**config.mk**
```make
export PLATFORM = sky130hd
export DESIGN_NAME = tps_seq
export DESIGN_NICKNAME = d
export VERILOG_FILES = /design/src/common/tps_pkg.sv /design/src/logic/tps_seq.sv
export SDC_FILE = /design/constraint.sdc
export NUM_CORES = 1
export LEC_CHECK = 0
export BUFFER_PORTS_ARGS = -buffer_cell sky130_fd_sc_hd__clkbuf_2
export CORE_MARGIN = 4
export CORE_UTILIZATION = 61
export CTS_CLUSTER_DIAMETER = 120
export DETAILED_ROUTE_END_ITERATION = 12
export PLACE_DENSITY = 0.85
export SLEW_MARGIN = 10
export SYNTH_ARGS = -nofsm -noshare
export SYNTH_HDL_FRONTEND = slang
export SYNTH_SLANG_ARGS = --single-unit
```
**constraint.sdc**
```tcl
create_clock -name clk_i -period 7.1 [get_ports clk_i]
set_input_delay 0.355 -clock clk_i [delete_from_list [all_inputs] [get_ports clk_i]]
set_output_delay 0.355 -clock clk_i [all_outputs]
set_load 0.01 [all_outputs]
```
**src/common/tps_pkg.sv**
```systemverilog
package tps_pkg;

	// ==========================================================
	// Clock and timing
	localparam int CLK_PERIOD_NS   = 8;
	localparam int OVH_XY_NS       = 2500;
	localparam int OVH_XYZ_NS      = 4750;
	localparam int OVH_HOST_NS     = 2125;
	localparam int OVH_TEMP_NS     = 2625;
	localparam int CONV_FIX_NS     = 4400;
	localparam int SETTLE_UNIT_NS  = 1000;
	localparam int PRE_UNIT_NS     = 250;
	localparam int SNS_UNIT_NS     = 250;
	localparam int CONV_DIV_BASE   = 4;
	localparam int OVH_XY_CYC      = (OVH_XY_NS + CLK_PERIOD_NS - 1) / CLK_PERIOD_NS;
	localparam int OVH_XYZ_CYC     = (OVH_XYZ_NS + CLK_PERIOD_NS - 1) / CLK_PERIOD_NS;
	localparam int OVH_HOST_CYC    = (OVH_HOST_NS + CLK_PERIOD_NS - 1) / CLK_PERIOD_NS;
	localparam int OVH_TEMP_CYC    = (OVH_TEMP_NS + CLK_PERIOD_NS - 1) / CLK_PERIOD_NS;
	localparam int CONV_FIX_CYC    = (CONV_FIX_NS + CLK_PERIOD_NS - 1) / CLK_PERIOD_NS;
	localparam int SETTLE_UNIT_CYC = (SETTLE_UNIT_NS + CLK_PERIOD_NS - 1) / CLK_PERIOD_NS;
	localparam int PRE_UNIT_CYC    = (PRE_UNIT_NS + CLK_PERIOD_NS - 1) / CLK_PERIOD_NS;
	localparam int SNS_UNIT_CYC    = (SNS_UNIT_NS + CLK_PERIOD_NS - 1) / CLK_PERIOD_NS;

	// ==========================================================
	// Register indexes
	localparam logic [3:0] ADDR_Y      = 4'h0;
	localparam logic [3:0] ADDR_X      = 4'h1;
	localparam logic [3:0] ADDR_Z1     = 4'h2;
	localparam logic [3:0] ADDR_Z2     = 4'h3;
	localparam logic [3:0] ADDR_T1     = 4'h4;
	localparam logic [3:0] ADDR_T2     = 4'h5;
	localparam logic [3:0] ADDR_CTRL   = 4'h6;
	localparam logic [3:0] ADDR_CFG    = 4'h7;
	localparam logic [3:0] ADDR_DRV    = 4'h8;
	localparam logic [3:0] ADDR_STATUS = 4'h9;
	localparam int         NUM_RESULTS = 6;
	localparam int         CMD_READ_BIT = 15;
	localparam logic [15:0] UNMAPPED_READ = 16'hFFFF;
	localparam logic [15:0] CTRL_RESET    = 16'h0001;
	localparam logic [15:0] CFG_RESET     = 16'h0000;
	localparam logic [15:0] RESULT_RESET  = 16'h0000;
	localparam int         RES_W = 12;

	// ==========================================================
	// Control fields: fn in [2:0], mode in [5:4]
	localparam int FN_LSB   = 0;
	localparam int MODE_LSB = 4;
	localparam logic [1:0] MODE_AUTO      = 2'h0;
	localparam logic [1:0] MODE_HOST_INIT = 2'h1;
	localparam logic [1:0] MODE_HOST_CTRL = 2'h2;
	localparam logic [2:0] FN_NONE = 3'h0;
	localparam logic [2:0] FN_XY   = 3'h1;
	localparam logic [2:0] FN_XYZ  = 3'h2;
	localparam logic [2:0] FN_X    = 3'h3;
	localparam logic [2:0] FN_Y    = 3'h4;
	localparam logic [2:0] FN_Z    = 3'h5;
	localparam logic [2:0] FN_T1   = 3'h6;
	localparam logic [2:0] FN_T2   = 3'h7;

	// ==========================================================
	// Types
	typedef struct packed {
		logic [1:0] conv_div;
		logic [1:0] res;
		logic [1:0] avg;
		logic [2:0] sns;
		logic [2:0] pre;
		logic [3:0] settle;
	} tps_cfg_s;

	typedef struct packed {
		logic temp_high;
		logic temp_sel;
		logic z;
		logic x;
		logic y;
	} tps_drv_s;

	typedef enum {TPS_C_Y, TPS_C_X, TPS_C_Z1, TPS_C_Z2, TPS_C_T1, TPS_C_T2} tps_coord_e;
	typedef enum {TPS_S_IDLE, TPS_S_OVH, TPS_S_ENTER, TPS_S_SETTLE, TPS_S_PRE, TPS_S_SENSE,
		TPS_S_CLOAD, TPS_S_CONV, TPS_S_STORE} tps_state_e;

endpackage : tps_pkg

```
**src/logic/tps_seq.sv**
```systemverilog
`timescale 1ns/10ps
`default_nettype none

module tps_seq
	import tps_pkg::*;
(
	input  wire logic        clk_i,
	input  wire logic        rst_n_i,
	input  wire logic        spi_sclk_i,
	input  wire logic        spi_cs_n_i,
	input  wire logic        spi_mosi_i,
	output logic             spi_miso_o,
	input  wire logic        pen_touch_i,
	input  wire logic [11:0] adc_data_i,
	output logic             pen_touch_irq_n_o,
	output logic             conv_clk_en_o,
	output logic             adc_pwr_o,
	output logic             adc_start_o,
	output tps_drv_s         panel_drv_o
);

	// ==========================================================
	// Input synchronisers
	logic        sclk_m, sclk_s, sclk_d;
	logic        cs_m, cs_s;
	logic        mosi_m, mosi_s;
	logic        touch_m, touch_s, touch_d;
	logic [11:0] adc_m, adc_s;

	always_ff @(posedge clk_i) begin
		if (!rst_n_i) begin
			sclk_m  <= 1'b0;
			sclk_s  <= 1'b0;
			sclk_d  <= 1'b0;
			cs_m    <= 1'b1;
			cs_s    <= 1'b1;
			mosi_m  <= 1'b0;
			mosi_s  <= 1'b0;
			touch_m <= 1'b0;
			touch_s <= 1'b0;
			touch_d <= 1'b0;
			adc_m   <= 12'h000;
			adc_s   <= 12'h000;
		end else begin
			sclk_m  <= spi_sclk_i;
			sclk_s  <= sclk_m;
			sclk_d  <= sclk_s;
			cs_m    <= spi_cs_n_i;
			cs_s    <= cs_m;
			mosi_m  <= spi_mosi_i;
			mosi_s  <= mosi_m;
			touch_m <= pen_touch_i;
			touch_s <= touch_m;
			touch_d <= touch_s;
			adc_m   <= adc_data_i;
			adc_s   <= adc_m;
		end
	end

	// ==========================================================
	// Serial port: 16-bit command then 16-bit data, mode 0
	logic [5:0]  bit_cnt;
	logic [15:0] sh_in;
	logic [15:0] sh_out;
	logic        cmd_rd;
	logic [3:0]  cmd_addr;
	logic        wr_en;
	logic [15:0] wr_data;
	logic [15:0] rd_data;
	logic        sclk_rise, sclk_fall;

	assign sclk_rise = sclk_s & ~sclk_d;
	assign sclk_fall = ~sclk_s & sclk_d;

	always_ff @(posedge clk_i) begin
		if (!rst_n_i) begin
			bit_cnt    <= 6'h00;
			sh_in      <= 16'h0000;
			sh_out     <= 16'h0000;
			cmd_rd     <= 1'b0;
			cmd_addr   <= 4'h0;
			wr_en      <= 1'b0;
			wr_data    <= 16'h0000;
			spi_miso_o <= 1'b0;
		end else begin
			wr_en <= 1'b0;
			if (cs_s) begin
				bit_cnt <= 6'h00;
			end else if (sclk_rise) begin
				sh_in   <= {sh_in[14:0], mosi_s};
				bit_cnt <= bit_cnt + 6'h01;
				if (bit_cnt == 6'h0F) begin
					cmd_rd   <= sh_in[CMD_READ_BIT - 1];
					cmd_addr <= {sh_in[2:0], mosi_s};
				end
				if (bit_cnt == 6'h1F && !cmd_rd) begin
					wr_en   <= 1'b1;
					wr_data <= {sh_in[14:0], mosi_s};
				end
			end else if (sclk_fall && bit_cnt >= 6'h10) begin
				if (bit_cnt == 6'h10) begin
					spi_miso_o <= rd_data[15];
					sh_out     <= {rd_data[14:0], 1'b0};
				end else begin
					spi_miso_o <= sh_out[15];
					sh_out     <= {sh_out[14:0], 1'b0};
				end
			end
		end
	end

	// ==========================================================
	// Host registers
	logic [15:0] ctrl;
	tps_cfg_s    cfg;
	tps_drv_s    host_drv;
	logic [2:0]  fn_w;
	logic [1:0]  mode_w;
	logic [1:0]  mode;

	assign fn_w   = wr_data[FN_LSB +: 3];
	assign mode_w = wr_data[MODE_LSB +: 2];
	assign mode   = ctrl[MODE_LSB +: 2];

	always_ff @(posedge clk_i) begin
		if (!rst_n_i) begin
			ctrl     <= CTRL_RESET;
			cfg      <= CFG_RESET;
			host_drv <= '0;
		end else if (wr_en) begin
			if (cmd_addr == ADDR_CTRL) begin
				ctrl <= wr_data;
			end else if (cmd_addr == ADDR_CFG) begin
				cfg <= wr_data;
			end else if (cmd_addr == ADDR_DRV) begin
				host_drv <= wr_data[4:0];
			end
		end
	end

	// ==========================================================
	// Derived timing
	logic [3:0]  res_bits;
	logic [4:0]  avg_cfg;
	logic [2:0]  avg_sh_cfg;
	logic [15:0] conv_len;
	logic [15:0] settle_len;
	logic [15:0] pre_len;
	logic [15:0] sns_len;

	always_comb begin
		case (cfg.res)
			2'h1:    res_bits = 4'h8;
			2'h2:    res_bits = 4'hA;
			default: res_bits = 4'hC;
		endcase
		case (cfg.avg)
			2'h1:    avg_sh_cfg = 3'h2;
			2'h2:    avg_sh_cfg = 3'h3;
			2'h3:    avg_sh_cfg = 3'h4;
			default: avg_sh_cfg = 3'h0;
		endcase
		avg_cfg    = 5'h01 << avg_sh_cfg;
		conv_len   = 16'(CONV_FIX_CYC) + 16'(res_bits) * (16'(CONV_DIV_BASE) << cfg.conv_div);
		settle_len = 16'(SETTLE_UNIT_CYC) * 16'(cfg.settle);
		pre_len    = 16'(PRE_UNIT_CYC) * 16'(cfg.pre);
		sns_len    = 16'(SNS_UNIT_CYC) * 16'(cfg.sns);
	end

	// ==========================================================
	// Scan sequencer
	tps_state_e  state;
	tps_coord_e  cur;
	logic [2:0]  fn_q;
	logic [15:0] cnt;
	logic [4:0]  conv_left;
	logic [2:0]  avg_sh;
	logic [15:0] acc;
	tps_drv_s    seq_drv;
	logic [15:0] res_q [NUM_RESULTS];
	logic        start_auto, start_cmd, touch_coord;
	logic [2:0]  fn_go;
	logic [15:0] ovh_go;
	logic [11:0] sample;

	assign start_auto = touch_s & ~touch_d & (mode == MODE_AUTO) & (ctrl[2:0] != FN_NONE)
		& (ctrl[2:0] < FN_T1);
	assign start_cmd  = wr_en & (cmd_addr == ADDR_CTRL) & (fn_w != FN_NONE)
		& ((mode_w != MODE_AUTO) | (fn_w >= FN_T1));
	assign fn_go       = start_cmd ? fn_w : ctrl[2:0];
	assign sample      = 12'(adc_s >> (4'hC - res_bits));
	assign touch_coord = (cur == TPS_C_Y) | (cur == TPS_C_X) | (cur == TPS_C_Z1)
		| (cur == TPS_C_Z2);

	always_comb begin
		if (fn_go == FN_XY) begin
			ovh_go = 16'(OVH_XY_CYC);
		end else if (fn_go == FN_XYZ) begin
			ovh_go = 16'(OVH_XYZ_CYC);
		end else if (fn_go >= FN_T1) begin
			ovh_go = 16'(OVH_TEMP_CYC);
		end else begin
			ovh_go = 16'(OVH_HOST_CYC);
		end
	end

	always_ff @(posedge clk_i) begin
		if (!rst_n_i) begin
			state         <= TPS_S_IDLE;
			cur           <= TPS_C_Y;
			fn_q          <= FN_NONE;
			cnt           <= 16'h0000;
			conv_left     <= 5'h00;
			avg_sh        <= 3'h0;
			acc           <= 16'h0000;
			seq_drv       <= '0;
			conv_clk_en_o <= 1'b0;
			adc_pwr_o     <= 1'b0;
			adc_start_o   <= 1'b0;
			for (int i = 0; i < NUM_RESULTS; i++) begin
				res_q[i] <= RESULT_RESET;
			end
		end else begin
			adc_start_o <= 1'b0;
			case (state)
				TPS_S_IDLE: begin
					if (start_auto || start_cmd) begin
						state         <= TPS_S_OVH;
						fn_q          <= fn_go;
						cnt           <= ovh_go;
						conv_clk_en_o <= 1'b1;
						if (fn_go == FN_X) begin
							cur <= TPS_C_X;
						end else if (fn_go == FN_Z) begin
							cur <= TPS_C_Z1;
						end else if (fn_go >= FN_T1) begin
							cur <= TPS_C_T1;
						end else begin
							cur <= TPS_C_Y;
						end
					end
				end
				TPS_S_OVH: begin
					if (cnt <= 16'h0001) begin
						state <= TPS_S_ENTER;
					end else begin
						cnt <= cnt - 16'h0001;
					end
				end
				TPS_S_ENTER: begin
					acc       <= 16'h0000;
					conv_left <= touch_coord ? avg_cfg : 5'h01;
					avg_sh    <= touch_coord ? avg_sh_cfg : 3'h0;
					cnt       <= settle_len;
					state     <= TPS_S_SETTLE;
					case (cur)
						TPS_C_Y:  seq_drv <= tps_drv_s'(5'h01);
						TPS_C_X:  seq_drv <= tps_drv_s'(5'h02);
						TPS_C_Z1: seq_drv <= tps_drv_s'(5'h04);
						TPS_C_Z2: state   <= TPS_S_CLOAD;
						TPS_C_T1: begin
							seq_drv <= tps_drv_s'(5'h08);
							state   <= TPS_S_CLOAD;
						end
						default: begin
							seq_drv <= tps_drv_s'(5'h18);
							state   <= TPS_S_CLOAD;
						end
					endcase
				end
				TPS_S_SETTLE: begin
					if (cnt > 16'h0001) begin
						cnt <= cnt - 16'h0001;
					end else if (mode == MODE_HOST_CTRL) begin
						state <= TPS_S_CLOAD;
					end else begin
						cnt   <= pre_len;
						state <= TPS_S_PRE;
					end
				end
				TPS_S_PRE: begin
					if (cnt > 16'h0001) begin
						cnt <= cnt - 16'h0001;
					end else begin
						cnt   <= sns_len;
						state <= TPS_S_SENSE;
					end
				end
				TPS_S_SENSE: begin
					if (cnt > 16'h0001) begin
						cnt <= cnt - 16'h0001;
					end else if (!touch_s) begin
						state         <= TPS_S_IDLE;
						seq_drv       <= '0;
						conv_clk_en_o <= 1'b0;
					end else begin
						state <= TPS_S_CLOAD;
					end
				end
				TPS_S_CLOAD: begin
					cnt         <= conv_len - 16'h0001;
					adc_start_o <= 1'b1;
					adc_pwr_o   <= 1'b1;
					state       <= TPS_S_CONV;
				end
				TPS_S_CONV: begin
					if (cnt > 16'h0001) begin
						cnt <= cnt - 16'h0001;
					end else begin
						acc       <= acc + 16'(sample);
						conv_left <= conv_left - 5'h01;
						state     <= (conv_left == 5'h01) ? TPS_S_STORE : TPS_S_CLOAD;
					end
				end
				default: begin
					adc_pwr_o  <= 1'b0;
					res_q[cur] <= {4'h0, 12'(acc >> avg_sh)};
					state      <= TPS_S_IDLE;
					if (touch_coord && mode != MODE_HOST_CTRL && !touch_s) begin
						state <= TPS_S_IDLE;
					end else if (cur == TPS_C_Y && (fn_q == FN_XY || fn_q == FN_XYZ)) begin
						cur   <= TPS_C_X;
						state <= TPS_S_ENTER;
					end else if (cur == TPS_C_X && fn_q == FN_XYZ) begin
						cur   <= TPS_C_Z1;
						state <= TPS_S_ENTER;
					end else if (cur == TPS_C_Z1) begin
						cur   <= TPS_C_Z2;
						state <= TPS_S_ENTER;
					end else if (cur == TPS_C_T1 && fn_q == FN_T2) begin
						cur   <= TPS_C_T2;
						state <= TPS_S_ENTER;
					end
					if (state == TPS_S_STORE && !((cur == TPS_C_Y && (fn_q == FN_XY
						|| fn_q == FN_XYZ)) || (cur == TPS_C_X && fn_q == FN_XYZ)
						|| cur == TPS_C_Z1 || (cur == TPS_C_T1 && fn_q == FN_T2))
						|| (touch_coord && mode != MODE_HOST_CTRL && !touch_s)) begin
						seq_drv       <= '0;
						conv_clk_en_o <= 1'b0;
					end
				end
			endcase
		end
	end

	// ==========================================================
	// Pen interrupt and driver outputs
	always_ff @(posedge clk_i) begin
		if (!rst_n_i) begin
			pen_touch_irq_n_o <= 1'b1;
			panel_drv_o       <= '0;
		end else begin
			pen_touch_irq_n_o <= ~touch_s;
			if (mode == MODE_HOST_CTRL && state == TPS_S_IDLE) begin
				panel_drv_o <= host_drv;
			end else begin
				panel_drv_o <= seq_drv;
			end
		end
	end

	// ==========================================================
	// Read data
	always_comb begin
		if (cmd_addr <= ADDR_T2) begin
			rd_data = res_q[cmd_addr[2:0]];
		end else if (cmd_addr == ADDR_CTRL) begin
			rd_data = ctrl;
		end else if (cmd_addr == ADDR_CFG) begin
			rd_data = cfg;
		end else if (cmd_addr == ADDR_DRV) begin
			rd_data = {11'h000, host_drv};
		end else if (cmd_addr == ADDR_STATUS) begin
			rd_data = {14'h0000, touch_s, state != TPS_S_IDLE};
		end else begin
			rd_data = UNMAPPED_READ;
		end
	end

endmodule : tps_seq

`default_nettype wire

```
* Word level (Yosys, flattened, before mapping)
Memories as Yosys holds them, arrays and structs flattened. A register that Yosys moved wholly into a read port is not among the register bits. Index checks and enable logic that the tools add are counted.
Storage, ports and cells: RAM bits 72, register bits 252, memories kept 1
Memories:
- res_q | depth 6, bits a word 12, rd ports 1, clocked after Yosys merged registers in 1, wr ports 6, RTL line tps_seq.sv:180 | logic [15:0] res_q [NUM_RESULTS];
Operators by class: mux-type cells 75, reductions and logical operators 56, magnitude comparators 7, equal/unequal tests 50, shifts and indexed selects 4, $add $sub $neg 7, multipliers 2, bitwise logic cells 25
Operators by type and width (number):
- $mux 32 | 12
- $pmux 32 s8 | 1
- $eq 32x3->1 const B | 7
- $mux 16 | 13
- $eq 32x2->1 const B | 5
- $logic_not 32->1 | 4
- $pmux 16 s7 | 1
- $eq 32x1->1 const B | 2
- $pmux 32 s2 | 1
- $eq 32x4->1 const B | 1
- $eq 32x5->1 const B | 1
- $pmux 16 s2 | 1
- $reduce_bool 32->1 | 1
- $sub 16x1->16 const B | 2
- $mux 3 | 10
- $mux 5 | 6
- $pmux 5 s5 | 1
- $mux 10 | 2
- $ne 2x2->1 const B | 10
- $add 10x16->16 const A | 1
- $add 16x12->16 | 1
- $gt 16x1->1 const B | 1
- $le 16x1->1 const B | 1
- $mul 4x16->16 | 1
- 57 further kinds | 140

* Longest topological paths before layout
Gate-level depths: netlist of the first run.
depth after elaboration 11, gate-level depth with buffers 19

* Least setup slack after synthesis of the first run
OpenSTA, ideal clock, no wires.
path type reg2reg, start register cfg[12] (netlist name), end register cnt[10], setup slack 3704 ps, clock period less this slack 3396 ps, buffers on the path 2, data required time 6968 ps, stages on the path, launching flop included 19, arrival time 3264 ps, cell sequence dfxtp_1 > inv_1 > ha_1 > clkbuf_1 > clkbuf_1 > nand2_1 > fa_1 > inv_1 > ha_1 > ha_1 > ha_1 > ha_1 > nor2_1 > and3_1 > o21ai_0 > nand3_1 > o21ai_0 > a22oi_1 > a21oi_1
On the way: cells in the longest elaborated chain, start to end 6, elaborated cells on any way between the ends 7
Ends and longest elaborated chain:
- from (decl) | RTL line tps_seq.sv:115 | tps_cfg_s cfg;
- from (signal assigned) | RTL line tps_seq.sv:134 | cfg <= wr_data;
- $eq 2x2->1 or $eq 2x1->1 (tied branches) | RTL line tps_seq.sv:152 | case (cfg.res)
- $pmux 3 s2 (*) | RTL line tps_seq.sv:152
- $mul 4x16->16 (*) | RTL line tps_seq.sv:164 | conv_len = 16'(CONV_FIX_CYC) + 16'(res_bits) * (16'(CONV_DIV_BASE) << cfg.conv_div);
- $add 10x16->16 (*) | RTL line tps_seq.sv:164
- $sub 16x1->16 (*) | RTL line tps_seq.sv:301 | cnt <= conv_len - 16'h0001;
- $pmux 16 s7 (*) | RTL line tps_seq.sv:225 | case (state)
- to (signal assigned) | RTL line tps_seq.sv:230 | cnt <= ovh_go;
- to (signal assigned) | RTL line tps_seq.sv:301
- to (signal assigned) | RTL line tps_seq.sv:308 | cnt <= cnt - 16'h0001;
- to (decl) | RTL line tps_seq.sv:175 | logic [15:0] cnt;
Every way passes the cells marked *; elsewhere a longest branch is shown, timed or not. A chain may end at the register's enable or synchronous reset.

* Worst setup path after layout of the first run
start register cfg[12] (netlist name), end register acc[12]
On the way: cells in the longest elaborated chain, start to end 7, elaborated cells on any way between the ends 8
Ends and longest elaborated chain:
- $eq 2x2->1 or $eq 2x1->1 (tied branches) | RTL line tps_seq.sv:152
- $pmux 3 s2 (*) | RTL line tps_seq.sv:152
- $sub 4x4->4 (*) | RTL line tps_seq.sv:191 | assign sample = 12'(adc_s >> (4'hC - res_bits));
- $shr 12x4->12 (*) | RTL line tps_seq.sv:191
- $add 16x12->16 (*) | RTL line tps_seq.sv:310 | acc <= acc + 16'(sample);
- $mux 16 (*) | RTL line tps_seq.sv:307 | if (cnt > 16'h0001) begin
- $pmux 16 s2 (*) | RTL line tps_seq.sv:225
- to (signal assigned) | RTL line tps_seq.sv:310
- to (decl) | RTL line tps_seq.sv:178 | logic [15:0] acc;
Every way passes the cells marked *; elsewhere a longest branch is shown, timed or not. The select of a mux whose other input is x is not followed.

==> results of run 1 <==
## sequential cells by signal, summed over array words and instances (netlist names), 4 cells and up, named ones only
| name | count |
|---|---|
| cfg | 16 |
| conv_left | 5 |
| panel_drv_o | 5 |
| cmd_addr | 4 |
| acc | 16 |
| res_q | 96 |
| bit_cnt | 6 |
| adc_m | 12 |
| sh_out | 15 |
| sh_in | 15 |
| state | 4 |
| ctrl | 16 |
| wr_data | 16 |
| adc_s | 12 |
| host_drv | 5 |
| seq_drv | 5 |
| cnt | 16 |
## power groups by stage
stage                     Clock, mW  Sequential, mW  Combinational [mW]
after floorplan                   0            1.89               0.717
after global placement            0            1.92               0.857
after detailed placement          0            1.93               0.877
after CTS                      1.74            1.89               0.888
after global routing           1.81            1.91               0.998
final                          1.74            1.90               0.907
## cells by family after synthesis
logic type / count (synthesis) / share of synthesized area
adder cells (fa/ha/maj): 61 / 0.0566
AND/OR/NAND/NOR: 550 / 0.177
multiplexers: 108 / 0.0985
flip-flops: 293 / 0.462
XOR/XNOR: 22 / 0.0130
buffers and inverters: 140 / 0.0390
AO/OA/AOI/OAI: 366 / 0.154
## critical path, cell delays in order (launching register included)
cell	delay, ns
dfxtp_1	0.33
inv_1	0.08
ha_1	0.66
mux2i_1	0.23
nor2_1	0.13
nand2_1	0.06
o21ai_0	0.08
nand2_1	0.06
o21ai_0	0.11
ha_1	0.19
inv_1	0.05
fa_1	0.40
nor2b_1	0.14
o21a_1	0.15
o21ai_0	0.16
a21oi_1	0.30
a211oi_1	0.16
or3_1	0.33
a21oi_1	0.14
## layout by cell type (no fill, tap or decap), drive strengths merged, types with 5 or more instances in the layout
master and count:
nor2b 17, xor2 12, bufinv 6, o211ai 13
and3 9, mux4 29, nand3 41, nor3 26
buf 9, o221ai 8, ha 50, a22oi 12
nand3b 9, mux2 9, o21ai 75, nor2 183
nand2b 18, fa 10, a31oi 8, a211oi 22
nand2 172, o21a 11, inv 48, or3 11
xnor2 10, o22ai 9, mux2i 70, dfxtp 197
a221oi 5, clkinv 8, dlygate4sd3 9, clkbuf 67
and2 35, a21o 7, a21oi 159, edfxtp 96
o32ai 5
## cell type report
class / instances / area share
clock buffer: 40 / 0.0531
tap: 319 / 0.0246
sequential: 293 / 0.421
clock inverter: 16 / 0.0153
inverter: 49 / 0.0114
multi-input combinational: 1107 / 0.456
timing repair buffer: 45 / 0.0181
## per-layer routing
| metal | wire, um | track usage |
|---|---|---|
| met1 | 15000 | 0.377 |
| met2 | 17500 | 0.449 |
| met3 | 3260 | 0.0439 |
| met4 | 1470 | 0.103 |
| met5 | 0 | 0 |
## stage by stage
step	power [mW]	area (um2)	setup slack, ns	hold WS, ns
3_3_place_gp	2.78	15000	3.48	0.393
5_1_grt	4.72	16200	2.90	0.00996
6_report	4.54	16200	3.28	0.00861
2_1_floorplan	2.61	14800	3.70	0.386
4_1_cts	4.52	16200	3.35	0.00177
3_5_place_dp	2.81	15000	3.37	0.401
## worst min path at each step
stage | slack, ns | to | cells past startpoint | startpoint
2_1_floorplan | 0.39 | cs_s | 1 | cs_m
3_3_place_gp | 0.39 | cs_s | 1 | cs_m
3_5_place_dp | 0.40 | cs_s | 1 | cs_m
4_1_cts | 0.002 | mosi_m | 2 | spi_mosi_i
5_1_grt | 0.01 | adc_m[7] | 2 | adc_data_i[7]
6_report | 0.009 | cs_m | 2 | spi_cs_n_i
==> results.ini, run 1 <==
[run_status]
status=completed

[logic_synthesis]
synth-edff-count=96
yosysTopAreaCell=dfxtp_1
ys_seq_elements=293
synth_cells=1540
ys_types=90
synth.area.top_cells=dfxtp_1 27%, edfxtp_1 20%, a21oi_1 5.4%, mux2i_1 4.7%, nor2_1 4.6%
synth_commonest_cells=197 x dfxtp_1, 181 x nor2_1, 169 x nand2_1, 158 x a21oi_1, 96 x edfxtp_1
async_reset_ff_frac=0
yosys_warnings=0
syn_nets=1618
synth-seq-area-share=0.462
ys.flop_type=dfxtp_1
synth_most_common_cell=dfxtp_1
syn_avg_cell_area_um2=9.59
synth_area_um2=14800
synth_top_area_frac=0.267

[timing]
rsz0062_at_grt=no
finalSetupTns_ns=0
slew_viol_final=0
tightest_slew_ns=1.19
setup_violations=0
final_hold_viol_count=0
finalCritPeriodShare=0.538
max_clock_freq_mhz=262
relSlewSlack=0.200
finClkSkew_ns=0.0171
min_period_ns=3.82

[global_routing]
grt_pass1_wl_um=59700
grt_max_degree=70
antenna_found_initial=0
grt_overflow_total=0
grt_pass1_vias=11268
grt_usage=0.277

[layout]
regArea_um2=6830
area_delta_synth_final_pct=9.64
multi_input_area_um2=7390
fillCellCount=1796
instances_no_fill=1869
utilization=0.684
antennaDiodeCount=0
layout-drive-gt1-share=0.103
nets=1604

[pwr]
intPower_mw=3.20
seqPwrFrac=0.418
power.density_nw_per_um2=280
p_leak_nw=6.10
combPwrFrac=0.200
vdd_ir_drop_max_mv=0.239
pwr-share-clk=0.383
p_switching_mw=1.35
swShare=0.296

[clocking]
path_clk_slew_ns=0.06
cts_resized=0
hold_buffers=9
cts_root_buffer=clkbuf_16
clk_latency_ns=0.56
clock_sinks=293
clockBufferDepth=3
numCtsBuffers=30
cts_tree=yes
h-tree-depth=1
post-cts-setup-buffer-count=0

[floorplanning]
rows=56
dieHeight_um=164
fp.dieW_um=164
core-area_um2=23700
initial_core_util=0.624
dieArea_um2=26800
io_pins=28

[place]
port_buffers=27
dp_cells=1804
globalplace.congestion=0.934
dp_hpwl_um=24400

[hold_path]
hp-class=in -> reg

[drt]
drtIter0Drc=1209
drc=0
drtPass1Iterations=5
wire_per_inst_um=20.0
drt-total-wl_um=37300
ant_nets=0
vias=11888
vias_per_cell=6.36

[setup_path]
r2r_setup_slack_ns=3.28
reg2reg_to=acc[12]
required_ns=7.59
endpoint=acc[12]
regToRegStartpoint=cfg[12]
crit_path_end_kind=register
crit_type=reg -> reg
crit_start=cfg[12]
critPathLaunchType=register
worst_ep_arrival_time_ns=4.31
reg2reg_depth=18
critPathMaxFanout=20

[run]
max_cap_viol_count=0

Note: power is estimated with default switching activity, not from simulation.
==> inputs of run 2 (changes only) <==
- ABC_AREA: default -> 1
- CORE_UTILIZATION: 61 -> 57
- PLACE_DENSITY: 0.85 -> 0.83
- clock period: 7.1 -> 3.4 ns (I/O delays scaled with it)
==> results.ini, run 2 <==
[run_status]
status=completed

[logic_synthesis]
syn_nets=2026
synth.area.top_cells=dfxtp_1 26%, edfxtp_1 19%, nand2_1 8.6%, o21ai_0 7.0%, nor2_1 6.5%
synth-edff-count=96
synth_cells=1948
synth-seq-area-share=0.452
synth_area_um2=15100
ys.flop_type=dfxtp_1
synth_commonest_cells=347 x nand2_1, 260 x nor2_1, 210 x o21ai_0, 205 x inv_1, 197 x dfxtp_1
yosysTopAreaCell=dfxtp_1
synth_top_area_frac=0.261
ys_seq_elements=293
synth_most_common_cell=nand2_1
ys_types=57
async_reset_ff_frac=0
syn_avg_cell_area_um2=7.75
yosys_warnings=0

[setup_path]
path_cells=inv_1 -> ha_1 -> nand2_1 -> fa_1 -> inv_1 -> ha_1 -> ha_1 -> ha_1 -> ha_1 -> inv_1 -> o21ai_0 -> a21oi_1 -> o21ai_1 -> nand2_1 -> inv_1 -> nand3_1 -> nand3_1 -> a21oi_1
cp_slowest_cell=fa_1
cp_common_cell=ha_1
critPathMaxFanout=5
critical-path-max-stage-delay_ns=0.51
cp_top_family=adder cells
critPathLaunchType=register
crit_path_end_kind=register
path_buf_inv=4
required_ns=3.88
crit_type=reg -> reg
worst_ep_arrival_time_ns=3.63

[layout]
nets=2051
area_delta_synth_final_pct=11.4
final_common_cell=nand2_1
final_cell_mix=347 x nand2_1, 260 x nor2_1, 210 x o21ai_0
layout-drive-gt1-share=0.0916
regMostFlops=res_q
antennaDiodeCount=0
design_area_um2=16800
utilization=0.646
largest_reg_flops=96

[floorplanning]
initial_core_util=0.580
dieHeight_um=171
dieArea_um2=29200
io_pins=28
core-area_um2=26100
rows=59
fp.dieW_um=171

[clocking]
numCtsBuffers=30
post-cts-setup-buffer-count=0
cts_root_buffer=clkbuf_16
path_clk_slew_ns=0.06
clockBufferDepth=3
clk_latency_ns=0.56
h-tree-depth=1
cts_tree=yes
clock_sinks=293

[pwr]
vdd_ir_drop_max_mv=0.510
power.total_mw=9.53
p_leak_nw=6.89
power.density_nw_per_um2=566

[global_routing]
antenna_found_initial=0
grt_pass1_vias=12936
grt_max_degree=118
grt_usage=0.268
grt_overflow_total=0
grt_pass1_wl_um=64500

[run]
max_cap_viol_count=0

[drt]
vias_per_cell=5.85
drtPass1Iterations=7
drtIter0Drc=1239
vias=13652
drc=0
drt-total-wl_um=39800
wire_per_inst_um=17.1
ant_nets=0

[timing]
finalSetupTns_ns=0
final_hold_viol_count=0
rsz0062_at_grt=no
min_period_ns=3.15
relSlewSlack=0.300
max_clock_freq_mhz=317
tightest_slew_ns=1.05
finClkSkew_ns=0.0205
slew_viol_final=0
setup_violations=0
finalCritPeriodShare=0.928

[hold_path]
hp-class=in -> reg

[place]
globalplace.congestion=0.928
port_buffers=27
dp_hpwl_um=27200
dpl_cell_area_um2=15500

[run 2: changes by cell type in the layout (fill, tap and decap cells not counted), sizes merged, moves of 34 or more]
cell	change
nand3	+63
mux2i	-68
and2	-34
nor2	+99
nand2	+195
o21ai	+145
inv	+173
[run 2: per-layer routing]
layer / part of all wire / vias up / track usage
met5: 0 / - / 0
met4: 0.037 / 0 / 0.0924
met3: 0.090 / 111 / 0.0427
met2: 0.47 / 623 / 0.454
met1: 0.40 / 6381 / 0.352
li1: - / 6537 / -
[run 2: path summary, 6_finish.rpt]
path	depth (start not counted)	startpoint	end	slack [ns]
max	18	cfg[12]	cnt[9]	0.25
min	4	adc_data_i[6]	adc_m[6]	0.34
max reg2reg	18	cfg[12]	cnt[9]	0.25
min reg2reg	2	adc_m[8]	adc_s[8]	0.41
[run 2: stage by stage]
step,instances,hold slack (ns),setup WS [ns]
after global routing,2332,0.336,0.00372
after detailed placement,2259,0.356,0.200
after CTS,2332,0.315,0.187
final,2332,0.338,0.245
after global placement,2259,0.351,0.286
after floorplan,1948,0.268,0.148
[run 2: kinds of logic (layout without fill, tap and decap cells)]
group                    after synthesis  count (layout)  share of synthesized area
AND/OR/NAND/NOR                      810             810                      0.235
AO/OA/AOI/OAI                        468             468                      0.169
buffers and inverters                300             349                     0.0790
flip-flops                           293             293                      0.452
adder cells (fa/ha/maj)               60              60                     0.0547
XOR/XNOR                              15              15                    0.00870
multiplexers                           2               2                    0.00133
[run 2: worst register-to-register path, cell delays in order (launching register included)]
cell and delay (ns):
dfxtp_1 0.33, inv_1 0.07, ha_1 0.36, nand2_1 0.10, fa_1 0.51, inv_1 0.04
ha_1 0.19, ha_1 0.27, ha_1 0.20, ha_1 0.19, inv_1 0.06, o21ai_0 0.14
a21oi_1 0.17, o21ai_1 0.08, nand2_1 0.06, inv_1 0.04, nand3_1 0.07, nand3_1 0.07
a21oi_1 0.12
[run 2: layout make-up]
cell class | count | area [um2]
fill | 2142 | 9230
multi-input combinational | 1355 | 7120
sequential | 293 | 6830
clock buffer | 40 | 935
inverter | 225 | 847
timing repair buffer | 68 | 488
tap | 335 | 419
clock inverter | 16 | 191
[run 2: power breakdown]
| group | switching (mW) | internal, mW | total (mW) |
|---|---|---|---|
| clock | 1.41 | 2.23 | 3.64 |
| combinational | 1.31 | 0.651 | 1.96 |
| sequential | 0.149 | 3.78 | 3.93 |
| total | 2.87 | 6.66 | 9.53 |
[run 2: timing repair]
action | CTS | global route
hold buffers | 17 | 0
resized for setup | 0 | 5
endpoints found under the setup margin | 0 | 4
hold endpoints to repair | 20 | 0
==> inputs of run 3 (changes only) <==
- PLACE_DENSITY: 0.83 -> 0.76
==> results.ini, run 3 (synthesis results as in run 2) <==
[timing]
setup_violations=0
hold_ws_ns=0.257
finalCritPeriodShare=0.929
relSlewSlack=0.484
finalSetupTns_ns=0
max_clock_freq_mhz=317
min_period_ns=3.16
final_hold_viol_count=0
tightest_slew_ns=0.773
finClkSkew_ns=0.0130
rsz0062_at_grt=no
slew_viol_final=0

[floorplanning]
dieArea_um2=29200
initial_core_util=0.580
fp.dieW_um=171
io_pins=28
core-area_um2=26100
dieHeight_um=171
rows=59

[layout]
final_cell_mix=347 x nand2_1, 260 x nor2_1, 209 x o21ai_0
final_common_cell=nand2_1
largest_reg_flops=96
layout-drive-gt1-share=0.0928
area_delta_synth_final_pct=11.1
design_area_um2=16800
instances_no_fill=2339
antennaDiodeCount=0
nets=2057
regMostFlops=res_q

[place]
dp_cells=2265
port_buffers=27
dpl_cell_area_um2=15600
dp_hpwl_um=27600
globalplace.congestion=0.948

[hold_path]
hold_path_depth=4
hp-class=in -> reg

[pwr]
power.density_nw_per_um2=557
p_leak_nw=6.88
power.total_mw=9.34
vdd_ir_drop_max_mv=0.475

[setup_path]
cp_slowest_cell=fa_1
critPathLaunchType=register
reg2reg_depth=18
required_ns=3.89
critPathMaxFanout=5
path_cells=inv_1 -> ha_1 -> nand2_1 -> fa_1 -> inv_1 -> ha_1 -> ha_1 -> ha_1 -> ha_1 -> inv_1 -> o21ai_0 -> a21oi_1 -> o21ai_1 -> nand2_1 -> inv_1 -> nand3_1 -> nand3_1 -> a21oi_1
crit_type=reg -> reg
crit_path_end_kind=register
critical-path-max-stage-delay_ns=0.53
cp_common_cell=ha_1
worst_ep_arrival_time_ns=3.65

[drt]
ant_nets=0
drt-total-wl_um=39200
vias_per_cell=5.70
wire_per_inst_um=16.8
vias=13328
drtPass1Iterations=5
drc=0
drtIter0Drc=1341

[global_routing]
grt_pass1_wl_um=63800
antenna_found_initial=0
grt_max_degree=75
grt_usage=0.267
grt_pass1_vias=12640
grt_overflow_total=0

[run_status]
status=completed

[clocking]
h-tree-depth=1
cts_root_buffer=clkbuf_16
clockBufferDepth=3
numCtsBuffers=31
clk_latency_ns=0.56
path_clk_slew_ns=0.06
clock_sinks=293
cts_tree=yes

[run]
max_cap_viol_count=0

## run 3: path summary, 6_finish.rpt
check	from	to	slack, ns
min reg2reg	adc_m[9]	adc_s[9]	0.40
max reg2reg	cfg[12]	cnt[9]	0.24
min	rst_n_i	sclk_d	0.26
max	cfg[12]	cnt[9]	0.24
## run 3: timing repair
item                                    in CTS  in global routing
resized for setup                            0                  5
setup buffers                                0                  0
hold buffers                                16                  0
hold endpoints to repair                    16                  0
endpoints found under the setup margin       0                  4
## run 3: metrics by stage
| step | util | setup slack (ns) |
|---|---|---|
| after floorplan | - | 0.148 |
| after global placement | 0.597 | 0.250 |
| after detailed placement | 0.597 | 0.115 |
| after CTS | 0.643 | 0.0355 |
| after global routing | 0.644 | 0.0176 |
| final | 0.644 | 0.241 |
## run 3: routing by layer
layer  up-vias  GRT usage  share of wire
met3        84     0.0291          0.067
li1       6542          -              -
met2       482      0.443           0.47
met1      6220      0.367           0.43
met5         -          0              0
met4         0     0.0910          0.032
## run 3: cell type report
class                      instances  area [um2]
inverter                         225         851
clock inverter                    15         164
timing repair buffer              73         523
multi-input combinational       1355        7110
fill                            2245        9290
tap                              335         419
clock buffer                      43         881
sequential                       293        6830
## run 3: critical path, delay by kind of cell, from the launching register on
kind | cells | cell delay [ns]
adder cells (fa/ha/maj) | 6 | 1.75
AO/OA/AOI/OAI | 4 | 0.48
flip-flops | 1 | 0.34
AND/OR/NAND/NOR | 4 | 0.29
buffers and inverters | 4 | 0.22
## run 3: where the power goes
| part | total [mW] | internal, mW | switching (mW) | leakage [nW] |
|---|---|---|---|---|
| combinational | 1.98 | 0.664 | 1.31 | 3.85 |
| sequential | 3.93 | 3.78 | 0.149 | 2.53 |
| clock | 3.44 | 2.03 | 1.40 | 0.510 |
| total | 9.34 | 6.47 | 2.87 | 6.88 |
